[src/sadc_defs.svh]
`ifndef SADC_DEFS_SVH
`define SADC_DEFS_SVH

// ****************************************
// clocking and filter figures
// ****************************************
`define SADC_DIV_256 4
`define SADC_DIV_384 6
`define SADC_MOD_OSR 64
`define SADC_WORD_W 16
`define SADC_CIC_ORDER 4
`define SADC_GROUP_DELAY_FS 36
`define SADC_CAL_FRAMES 8192
`define SADC_CAL_AVG_LOG2 8

// ****************************************
// register map, byte addresses
// ****************************************
`define SADC_ADDR_W 8
`define SADC_REG_CTRL 8'h00
`define SADC_REG_STATUS 8'h04
`define SADC_REG_LEFT 8'h08
`define SADC_REG_RIGHT 8'h0C
`define SADC_CTRL_RECAL_BIT 0
`define SADC_CTRL_OFS_EN_BIT 1
`define SADC_CTRL_OFS_EN_RESET 1'b1
`define SADC_STAT_ACTIVE_BIT 0
`define SADC_STAT_CAL_BUSY_BIT 1
`define SADC_STAT_CAL_DONE_BIT 2

`endif

[src/sadc_pkg.sv]
package sadc_pkg;

   typedef struct packed {
      logic ratio_384;
      logic slave_mode;
      logic read_edge_select;
   } sadc_mode_t;

   typedef struct packed {
      logic left;
      logic right;
   } sadc_mod_bits_t;

   typedef struct packed {
      logic bit_clock;
      logic channel_frame_clock;
   } sadc_slave_clk_t;

   typedef struct packed {
      logic bit_clock;
      logic channel_frame_clock;
      logic serial_sample_output;
   } sadc_ser_out_t;

   typedef enum logic [1:0] {
      SADC_ST_WAIT_FALL,
      SADC_ST_WAIT_RISE,
      SADC_ST_RUN
   } sadc_start_t;

   typedef enum logic {
      SADC_CAL_RUN,
      SADC_CAL_DONE
   } sadc_cal_t;

endpackage : sadc_pkg

[src/sadc_cic.sv]
`timescale 1ns/10ps
`include "sadc_defs.svh"

module sadc_cic #(
   parameter int ORDER = `SADC_CIC_ORDER,
   parameter int OSR = `SADC_MOD_OSR,
   parameter int WORD_W = `SADC_WORD_W,
   parameter int PAD = 34
) (
   input wire logic i_core_clk,
   input wire logic i_rst_b,
   input wire logic i_clk_en,
   input wire logic i_mod_tick,
   input wire logic i_mod_bit,
   input wire logic i_out_tick,
   output logic [WORD_W-1:0] o_word
);

   localparam int LOG_OSR = $clog2(OSR);
   localparam int GROW = ORDER * LOG_OSR;
   localparam int ACC_W = GROW + 2;
   localparam int SHIFT = GROW - WORD_W + 1;

   if (OSR != (1 << LOG_OSR) || ORDER < 1 || PAD < 1 || SHIFT < 0)
   begin : g_bad_param
      $error("sadc_cic: unsupported parameter set");
   end

   logic signed [ACC_W-1:0] in_val;
   logic signed [ACC_W-1:0] integ_reg [ORDER];
   logic signed [ACC_W-1:0] comb_dly_reg [ORDER];
   logic signed [ACC_W-1:0] comb_val [ORDER+1];
   logic signed [ACC_W-1:0] scaled;
   logic over;
   logic [WORD_W-1:0] sat_word;
   logic [WORD_W-1:0] pad_mem [PAD];

   // ****************************************
   // integrators at the modulator rate
   // ****************************************
   // one bit maps to +1 / -1; integrators wrap on purpose, the combs undo it
   assign in_val = i_mod_bit ? ACC_W'(1) : {ACC_W{1'b1}};

   for (genvar k = 0; k < ORDER; k++)
   begin : g_integ
      logic signed [ACC_W-1:0] stage_in;
      if (k == 0)
      begin : g_first
         assign stage_in = in_val;
      end
      else
      begin : g_next
         assign stage_in = integ_reg[k-1];
      end
      always_ff @(posedge i_core_clk)
      begin
         if (!i_rst_b)
            integ_reg[k] <= '0;
         else if (i_clk_en && i_mod_tick)
            integ_reg[k] <= integ_reg[k] + stage_in;
      end
   end

   // ****************************************
   // combs at the sample rate
   // ****************************************
   assign comb_val[0] = integ_reg[ORDER-1];

   for (genvar k = 0; k < ORDER; k++)
   begin : g_comb
      assign comb_val[k+1] = comb_val[k] - comb_dly_reg[k];
      always_ff @(posedge i_core_clk)
      begin
         if (!i_rst_b)
            comb_dly_reg[k] <= '0;
         else if (i_clk_en && i_out_tick)
            comb_dly_reg[k] <= comb_val[k];
      end
   end

   // full scale is +/- OSR**ORDER; only the positive end needs clipping
   assign scaled = comb_val[ORDER] >>> SHIFT;
   assign over = scaled > $signed(ACC_W'((1 << (WORD_W - 1)) - 1));
   assign sat_word = over ? {1'b0, {(WORD_W-1){1'b1}}} : scaled[WORD_W-1:0];

   // ****************************************
   // output-rate delay line
   // ****************************************
   // pads the symmetric response so the total delay is a fixed whole number of frames
   always_ff @(posedge i_core_clk)
   begin
      if (!i_rst_b)
      begin
         for (int i = 0; i < PAD; i++)
            pad_mem[i] <= '0;
      end
      else if (i_clk_en && i_out_tick)
      begin
         pad_mem[0] <= sat_word;
         for (int i = 1; i < PAD; i++)
            pad_mem[i] <= pad_mem[i-1];
      end
   end

   assign o_word = pad_mem[PAD-1];

endmodule : sadc_cic

[src/sadc_top.sv]
`timescale 1ns/10ps
`include "sadc_defs.svh"

module sadc_top #(
   parameter int WORD_W = `SADC_WORD_W,
   parameter int OSR = `SADC_MOD_OSR,
   parameter int DIV_256 = `SADC_DIV_256,
   parameter int DIV_384 = `SADC_DIV_384,
   parameter int GROUP_DELAY = `SADC_GROUP_DELAY_FS,
   parameter int CAL_FRAMES = `SADC_CAL_FRAMES,
   parameter int CAL_AVG_LOG2 = `SADC_CAL_AVG_LOG2
) (
   input wire logic i_core_clk,
   input wire logic i_rst_b,
   input wire logic i_clk_en,
   input wire sadc_pkg::sadc_mode_t i_mode,
   input wire sadc_pkg::sadc_mod_bits_t i_mod,
   input wire sadc_pkg::sadc_slave_clk_t i_slave_clk,
   output sadc_pkg::sadc_ser_out_t o_ser,
   output logic o_clk_oe,
   input wire logic i_psel,
   input wire logic i_penable,
   input wire logic i_pwrite,
   input wire logic [`SADC_ADDR_W-1:0] i_paddr,
   input wire logic [31:0] i_pwdata,
   output logic [31:0] o_prdata,
   output logic o_pready,
   output logic o_pslverr
);

   localparam int CIC_ORDER = `SADC_CIC_ORDER;
   localparam int PAD = GROUP_DELAY - CIC_ORDER / 2;
   localparam int BIT_W = $clog2(OSR);
   localparam int SLOT = OSR / 2;
   localparam int CAL_W = $clog2(CAL_FRAMES + 1);
   localparam int SUM_W = WORD_W + CAL_AVG_LOG2;

   if (DIV_256 < 2 || DIV_384 < 2 || DIV_256 > 8 || DIV_384 > 8 || OSR != 4 * WORD_W ||
       OSR != (1 << BIT_W) || PAD < 1 || WORD_W > 32 || CAL_FRAMES <= (1 << CAL_AVG_LOG2))
   begin : g_bad_param
      $error("sadc_top: unsupported parameter set");
   end

   sadc_pkg::sadc_start_t start_reg;
   sadc_pkg::sadc_start_t start_next;
   sadc_pkg::sadc_cal_t cal_reg;
   logic [2:0] div_cnt_reg;
   logic [2:0] div_cnt_next;
   logic [BIT_W-1:0] bit_cnt_reg;
   logic [CAL_W-1:0] cal_cnt_reg;
   logic frame_prev_reg;
   logic bclk_prev_reg;
   logic [OSR-1:0] tx_shift_reg;
   logic [OSR-1:0] tx_shift_next;
   logic [WORD_W-1:0] word_reg [2];
   logic [WORD_W-1:0] raw_word [2];
   logic [WORD_W-1:0] out_word [2];
   logic ofs_en_reg;
   logic [31:0] prdata_reg;

   // ****************************************
   // helpers
   // ****************************************
   function automatic logic [WORD_W-1:0] sat_sub(input logic [WORD_W-1:0] a, input logic [WORD_W-1:0] b);
      logic [WORD_W:0] d;
      d = {a[WORD_W-1], a} - {b[WORD_W-1], b};
      if (d[WORD_W] != d[WORD_W-1])
         sat_sub = d[WORD_W] ? {1'b1, {(WORD_W-1){1'b0}}} : {1'b0, {(WORD_W-1){1'b1}}};
      else
         sat_sub = d[WORD_W-1:0];
   endfunction : sat_sub

   function automatic logic reg_known(input logic [`SADC_ADDR_W-1:0] a);
      reg_known = (a == `SADC_REG_CTRL) || (a == `SADC_REG_STATUS) ||
                  (a == `SADC_REG_LEFT) || (a == `SADC_REG_RIGHT);
   endfunction : reg_known

   // ****************************************
   // modulator clock divider and frame timing
   // ****************************************
   wire active = (start_reg == sadc_pkg::SADC_ST_RUN);
   wire run = i_clk_en && active;
   wire [2:0] div_last = i_mode.ratio_384 ? 3'(DIV_384 - 1) : 3'(DIV_256 - 1);
   wire [2:0] div_half = i_mode.ratio_384 ? 3'(DIV_384 / 2) : 3'(DIV_256 / 2);
   wire mod_tick = run && (div_cnt_reg == div_last);
   wire frame_tick = mod_tick && (bit_cnt_reg == BIT_W'(OSR - 1));
   wire bclk_int = (div_cnt_reg < div_half);

   assign div_cnt_next = mod_tick ? 3'h0 : div_cnt_reg + 3'h1;

   // both counters leave reset at zero so parts sharing clock and reset stay in step
   always_ff @(posedge i_core_clk)
   begin
      if (!i_rst_b)
      begin
         div_cnt_reg <= 3'h0;
         bit_cnt_reg <= '0;
      end
      else if (run)
      begin
         div_cnt_reg <= div_cnt_next;
         if (mod_tick)
            bit_cnt_reg <= bit_cnt_reg + BIT_W'(1);
      end
   end

   // ****************************************
   // slave start gate
   // ****************************************
   wire frame_fall = frame_prev_reg && !i_slave_clk.channel_frame_clock;
   wire frame_rise = !frame_prev_reg && i_slave_clk.channel_frame_clock;
   wire bclk_fall = bclk_prev_reg && !i_slave_clk.bit_clock;
   wire bclk_rise = !bclk_prev_reg && i_slave_clk.bit_clock;
   // data moves on the edge opposite to the one the receiver reads on
   wire slave_shift = i_mode.read_edge_select ? bclk_fall : bclk_rise;

   always_comb
   begin
      start_next = start_reg;
      case (start_reg)
         sadc_pkg::SADC_ST_WAIT_FALL:
            if (!i_mode.slave_mode)
               start_next = sadc_pkg::SADC_ST_RUN;
            else if (frame_fall)
               start_next = sadc_pkg::SADC_ST_WAIT_RISE;
         sadc_pkg::SADC_ST_WAIT_RISE:
            if (!i_mode.slave_mode || frame_rise)
               start_next = sadc_pkg::SADC_ST_RUN;
         sadc_pkg::SADC_ST_RUN:
            start_next = sadc_pkg::SADC_ST_RUN;
         default:
            start_next = sadc_pkg::SADC_ST_WAIT_FALL;
      endcase
   end

   always_ff @(posedge i_core_clk)
   begin
      if (!i_rst_b)
      begin
         start_reg <= sadc_pkg::SADC_ST_WAIT_FALL;
         frame_prev_reg <= 1'b0;
         bclk_prev_reg <= 1'b0;
      end
      else if (i_clk_en)
      begin
         start_reg <= start_next;
         frame_prev_reg <= i_slave_clk.channel_frame_clock;
         bclk_prev_reg <= i_slave_clk.bit_clock;
      end
   end

   // ****************************************
   // decimation filters and offset calibration
   // ****************************************
   // counting frames from the divider means slave mode only counts after the gate
   wire cal_busy = (cal_reg == sadc_pkg::SADC_CAL_RUN);
   wire cal_last = cal_busy && (cal_cnt_reg == CAL_W'(CAL_FRAMES - 1));
   wire cal_window = cal_busy && (cal_cnt_reg >= CAL_W'(CAL_FRAMES - (1 << CAL_AVG_LOG2)));
   wire ctrl_wr = i_psel && i_penable && i_pwrite && i_clk_en && (i_paddr == `SADC_REG_CTRL);
   wire recal = ctrl_wr && i_pwdata[`SADC_CTRL_RECAL_BIT];

   always_ff @(posedge i_core_clk)
   begin
      if (!i_rst_b || recal)
      begin
         cal_reg <= sadc_pkg::SADC_CAL_RUN;
         cal_cnt_reg <= '0;
      end
      else if (frame_tick && cal_busy)
      begin
         cal_cnt_reg <= cal_cnt_reg + CAL_W'(1);
         if (cal_last)
            cal_reg <= sadc_pkg::SADC_CAL_DONE;
      end
   end

   for (genvar ch = 0; ch < 2; ch++)
   begin : g_chan
      logic signed [SUM_W-1:0] sum_reg;
      logic signed [SUM_W-1:0] sum_new;
      logic [WORD_W-1:0] ofs_reg;

      sadc_cic #(
         .ORDER(CIC_ORDER),
         .OSR(OSR),
         .WORD_W(WORD_W),
         .PAD(PAD)
      ) u_cic (
         .i_core_clk(i_core_clk),
         .i_rst_b(i_rst_b),
         .i_clk_en(i_clk_en),
         .i_mod_tick(mod_tick),
         .i_mod_bit(ch == 0 ? i_mod.left : i_mod.right),
         .i_out_tick(frame_tick),
         .o_word(raw_word[ch])
      );

      assign sum_new = sum_reg + SUM_W'($signed(raw_word[ch]));
      // output is muted while the offset is being learned
      assign out_word[ch] = cal_busy ? '0 : (ofs_en_reg ? sat_sub(raw_word[ch], ofs_reg) : raw_word[ch]);

      always_ff @(posedge i_core_clk)
      begin
         if (!i_rst_b || recal)
         begin
            sum_reg <= '0;
            if (!i_rst_b)
               ofs_reg <= '0;
         end
         else if (frame_tick && cal_window)
         begin
            sum_reg <= sum_new;
            if (cal_last)
               ofs_reg <= sum_new[SUM_W-1:CAL_AVG_LOG2];
         end
      end

      always_ff @(posedge i_core_clk)
      begin
         if (!i_rst_b)
            word_reg[ch] <= '0;
         else if (frame_tick)
            word_reg[ch] <= out_word[ch];
      end
   end

   // ****************************************
   // serial output
   // ****************************************
   // left slot first, each word left-justified in its half of the frame
   wire [OSR-1:0] tx_frame = {word_reg[0], {(SLOT-WORD_W){1'b0}}, word_reg[1], {(SLOT-WORD_W){1'b0}}};
   wire tx_load = i_mode.slave_mode ? (run && frame_rise) : frame_tick;
   wire tx_shift = i_mode.slave_mode ? (run && slave_shift) : mod_tick;

   assign tx_shift_next = tx_load ? tx_frame : {tx_shift_reg[OSR-2:0], 1'b0};

   always_ff @(posedge i_core_clk)
   begin
      if (!i_rst_b)
         tx_shift_reg <= '0;
      else if (tx_load || tx_shift)
         tx_shift_reg <= tx_shift_next;
   end

   // clocks stay static until the core is running, and reset forces that state
   assign o_ser.serial_sample_output = tx_shift_reg[OSR-1];
   assign o_ser.bit_clock = (!i_mode.slave_mode && active && bclk_int) ^ i_mode.read_edge_select;
   assign o_ser.channel_frame_clock = !i_mode.slave_mode && active && !bit_cnt_reg[BIT_W-1];
   assign o_clk_oe = !i_mode.slave_mode;

   // ****************************************
   // register bus
   // ****************************************
   wire [31:0] status_word = {29'h0, cal_reg == sadc_pkg::SADC_CAL_DONE, cal_busy, active};
   wire [31:0] rd_mux =
      (i_paddr == `SADC_REG_CTRL) ? {30'h0, ofs_en_reg, 1'b0} :
      (i_paddr == `SADC_REG_STATUS) ? status_word :
      (i_paddr == `SADC_REG_LEFT) ? {{(32-WORD_W){1'b0}}, word_reg[0]} :
      (i_paddr == `SADC_REG_RIGHT) ? {{(32-WORD_W){1'b0}}, word_reg[1]} : 32'h0;

   always_ff @(posedge i_core_clk)
   begin
      if (!i_rst_b)
      begin
         ofs_en_reg <= `SADC_CTRL_OFS_EN_RESET;
         prdata_reg <= 32'h0;
      end
      else if (i_clk_en)
      begin
         if (ctrl_wr)
            ofs_en_reg <= i_pwdata[`SADC_CTRL_OFS_EN_BIT];
         if (i_psel && !i_penable)
            prdata_reg <= rd_mux;
      end
   end

   // a frozen core cannot answer, so the bus waits with it
   assign o_pready = i_clk_en;
   assign o_pslverr = i_psel && i_penable && !reg_known(i_paddr);
   assign o_prdata = prdata_reg;

endmodule : sadc_top

[config.mk]
export PLATFORM = sky130hd
export DESIGN_NAME = sadc_top
export DESIGN_NICKNAME = d
export VERILOG_FILES = /design/src/sadc_pkg.sv /design/src/sadc_cic.sv /design/src/sadc_top.sv
export VERILOG_INCLUDE_DIRS = /design/src
export SDC_FILE = /design/constraint.sdc
export NUM_CORES = 2
export LEC_CHECK = 0
export ABC_AREA = 1
export BUFFER_PORTS_ARGS = -buffer_cell sky130_fd_sc_hd__buf_4
export CORE_MARGIN = 1.5
export CORE_UTILIZATION = 58
export CTS_BUF_LIST = sky130_fd_sc_hd__clkbuf_16
export DETAILED_ROUTE_END_ITERATION = 8
export PLACE_DENSITY = 0.78
export SLEW_MARGIN = 20
export SYNTH_ARGS = -nofsm -noshare
export SYNTH_HDL_FRONTEND = slang
export SYNTH_SLANG_ARGS = --single-unit
[constraint.sdc]
create_clock -name i_core_clk -period 38.1 [get_ports i_core_clk]
set_input_delay 3.81 -clock i_core_clk [delete_from_list [all_inputs] [get_ports i_core_clk]]
set_output_delay 3.81 -clock i_core_clk [all_outputs]
set_load 0.005 [all_outputs]
==> results.tsv <==
metric	value	unit
tritoncts_clock_tree	built	
mappedNetlistArea	87690	um2
crit_path_cell_trace	buf_4, nor4_2, inv_1, nor4_1, nor2_1, nand2_1, nor3_1, buf_4	
layoutNonFillerInstCount	11436	
final_worst_clock_skew	27.05	ps
post-route-period-util	24.33	%
drt-pass1-iter-count	6	
drc	0	
synthAdderAreaFrac	7.288	%
compound_gate_portion_of_the_synthesized_area	10.37	%
largest_register_ff_count	1088	
layout.nets	9828	
average_via_count_per_standard_cell	5.192	
clk_root_buffer_cell	sky130_fd_sc_hd__clkbuf_16	
finalSetupViolCount	0	
placementRows	142	
hold_path_end	g_chan[1].sum_reg[0]	
htreeDepth	4	
report.final.slew_viol_count	0	
ctsResizeCount	0	
clock_pin_slew_of_the_registers_on_the_worst_case_setup_and_hold_paths	60	ps
num_antenna_cells	0	
worstSkewPairLatency	810	ps
cpMaxStageDelayCell	sky130_fd_sc_hd__nor4_1	
initialDrtViolationCount	3967	
synth-seq-cells	1709	
crit_path_max_fanout	4	
finalWorstPathRequiredPeriod	9270	ps
path_common_cell	sky130_fd_sc_hd__buf_4	
globalRouteTotalUtil	21.40	%
die_area	153500	um2
arrival	5460	ps
cts_buffers	174	
final_estimated_routing_congestion_in_global_placement	0.8980	
maxClockFrequency	0.1079	GHz
syn-mean-instance-area	9.493	um2
clock_tree.buffer_depth	3	
largest_net_degree_at_the_start_of_global_routing	233	
clock_sinks	1709	
crit_path_start	i_paddr[5]	
placed_cells	11114	
crit_path_start_kind	input port	
synthXorXnorAreaFrac	2.237	%
hold_viol	0	
worst_ep_required_time	34290	ps
core-area	150000	um2
power_density	51.40	nW/um2
die_y	391.8	um
seq_area_frac_synth	56.91	%
min_delay_path_depth	2	
cells_after_synthesis	9237	
r2r_start	g_chan[1].u_cic.integ_reg[1][26]	
number_of_antenna_violations_at_the_first_check_in_global_routing	0	
setup_tns	0	ps
timing.hold.worst.class	flip-flop to flip-flop	
crit_path_end_kind	primary output	
timing.critical_path.slowest_cell_delay	580	ps
ctsHoldBuffers	0	
synth_simple_gate_area_share	13.30	%
most-common-layout-cells	2074 x sky130_fd_sc_hd__inv_1, 1576 x sky130_fd_sc_hd__nor2_1, 1568 x sky130_fd_sc_hd__edfxtp_1	
ratio_of_cells_with_drive_above_1_in_the_final_layout	4.554	%
initial_core_util	58.48	%
synth_top_family_by_area	simple AND/OR/NAND/NOR gates	
ys.warnings.count	0	
setup_repair_after_global_routing_missed_its_margin	no	
startpoint_of_the_worst_hold_path	g_chan[1].sum_reg[0]	
status	complete, no violations	
post_synth_num_cell_types	69	
top_level_ports	91	
worst_slew_pin_slew	1127	ps
post-cts-setup-buffers	0	
r2r_worst_path_depth	42	
vias_in_the_first_global_route	58088	
global_route.overflow_total	0	
leakage	44.10	nW
port_buffers	44	
post_dp_hpwl	107200	um
timing.setup.critical_path_class	input port to primary output	
final.fill_count	11796	
drt-wirelength-per-cell	14.26	um
slew_headroom	24.85	%
areaGrowthSynthToFinish	9.176	%
via_count	59380	
post_synth_mux_area_share	0	%
totalWireLength	163100	um
antenna_violating_nets_post_route	0	
grt_first_pass_wirelength	273100	um
reg2reg_setup_slack	29900	ps
die-width	391.8	um
crit-reg2reg-capture	g_chan[1].u_cic.pad_mem[0][6]	
layout_commonest_cell	sky130_fd_sc_hd__inv_1	
peakVddDrop	0.04919	mV
cap_violations	0	
## worst max-delay path, delay by kind of cell
kind / cells / cell delay, ps
buffers and inverters: 3 / 410
AND/OR/NAND/NOR: 5 / 1230
## final cells by class
type,instances,area (um2),area share [%]
Sequential cell,1709,49910,52.13
Multi-Input combinational cell,5266,29220,30.52
Inverter,2035,7639,7.979
Clock buffer,176,4404,4.600
Tap cell,2016,2522,2.635
Clock inverter,145,1286,1.344
Timing Repair Buffer,89,762.0,0.7959
## metrics by stage
| step | hold WS (ps) | area (um2) | setup slack (ps) | total power [mW] | utilization, % |
|---|---|---|---|---|---|
| 2_1_floorplan | 427.5 | 87750 | 4067 | 3.127 | - |
| 3_3_place_gp | 438.2 | 90010 | 28910 | 3.240 | 60.02 |
| 3_5_place_dp | 448.2 | 90010 | 28860 | 3.262 | 60.02 |
| 4_1_cts | 457.8 | 95700 | 28860 | 4.958 | 63.82 |
| 5_1_grt | 478.1 | 95740 | 28670 | 5.174 | 63.84 |
| 6_report | 455.0 | 95740 | 28830 | 4.921 | 63.84 |
## logic make-up after synthesis
family / after synthesis
and+or+nand+nor: 2891
DFF: 1709
AOI/OAI and AO/OA: 1635
other: 1
xor gates and xnor gates: 224
adders and majority gates: 500
buffers and inverters: 2277
## synth_stat cells, drive strengths merged
| cell | n | area [um2] |
|---|---|---|
| nor4 | 26 | 187.7 |
| a32o | 1 | 10.01 |
| o21bai | 36 | 274.0 |
| nand3b | 6 | 48.80 |
| a21boi | 15 | 112.6 |
| ha | 482 | 6031 |
| clkinv | 1 | 3.750 |
| nor3b | 7 | 57.55 |
| or3 | 1 | 6.260 |
| clkbuf | 203 | 772.0 |
| nand4 | 33 | 212.7 |
| inv | 2034 | 7635 |
| xnor2 | 84 | 735.7 |
| edfxtp | 1568 | 47090 |
| nor3 | 68 | 355.3 |
| o221a | 3 | 33.78 |
| o21ai | 463 | 2325 |
| o31ai | 10 | 75.07 |
| a21o | 42 | 315.3 |
| dfxtp | 141 | 2823 |
| or2 | 23 | 143.9 |
| o211ai | 50 | 375.4 |
| o211a | 5 | 50.05 |
| o311ai | 1 | 8.760 |
| a211oi | 6 | 45.04 |
| fa | 18 | 360.4 |
| conb | 1 | 3.750 |
| a221oi | 9 | 78.83 |
| nand2b | 1 | 6.260 |
| a21oi | 848 | 4342 |
| or4 | 1 | 7.510 |
| nand2 | 931 | 3540 |
| xor2 | 140 | 1226 |
| buf | 39 | 259.0 |
| a31o | 2 | 17.52 |
| o21a | 72 | 540.5 |
| a2111oi | 1 | 8.760 |
| o221ai | 12 | 105.1 |
| a22oi | 3 | 22.52 |
| and3 | 2 | 12.51 |
| nand3 | 205 | 1096 |
| and2 | 3 | 18.77 |
| a31oi | 56 | 350.3 |
| nor2 | 1584 | 5973 |
## where the power goes
part | internal (mW) | switching [mW]
logic | 0.371 | 0.699
clock network | 0.966 | 0.724
registers | 2.13 | 0.0340
total | 3.46 | 1.46
## metal layers
| layer | track usage (%) | vias to the layer above | wire [um] |
|---|---|---|---|
| met5 | 0 | - | 0 |
| met4 | 6.265 | 0 | 3917 |
| met3 | 3.024 | 263 | 6016 |
| met2 | 38.38 | 1002 | 82730 |
| met1 | 26.80 | 27922 | 70440 |
| li1 | - | 30193 | - |
## how the worst max path moves through the flow
stage	endpoint	slack [ps]	cells past startpoint
floorplan	g_chan[0].u_cic.comb_dly_reg[0][0]	4070	3
global placement	o_pslverr	28910	8
detailed placement	o_pslverr	28860	8
CTS	o_pslverr	28860	8
global route	o_pslverr	28670	8
finish	o_pslverr	28830	8
(Power assumes the default switching activity.)
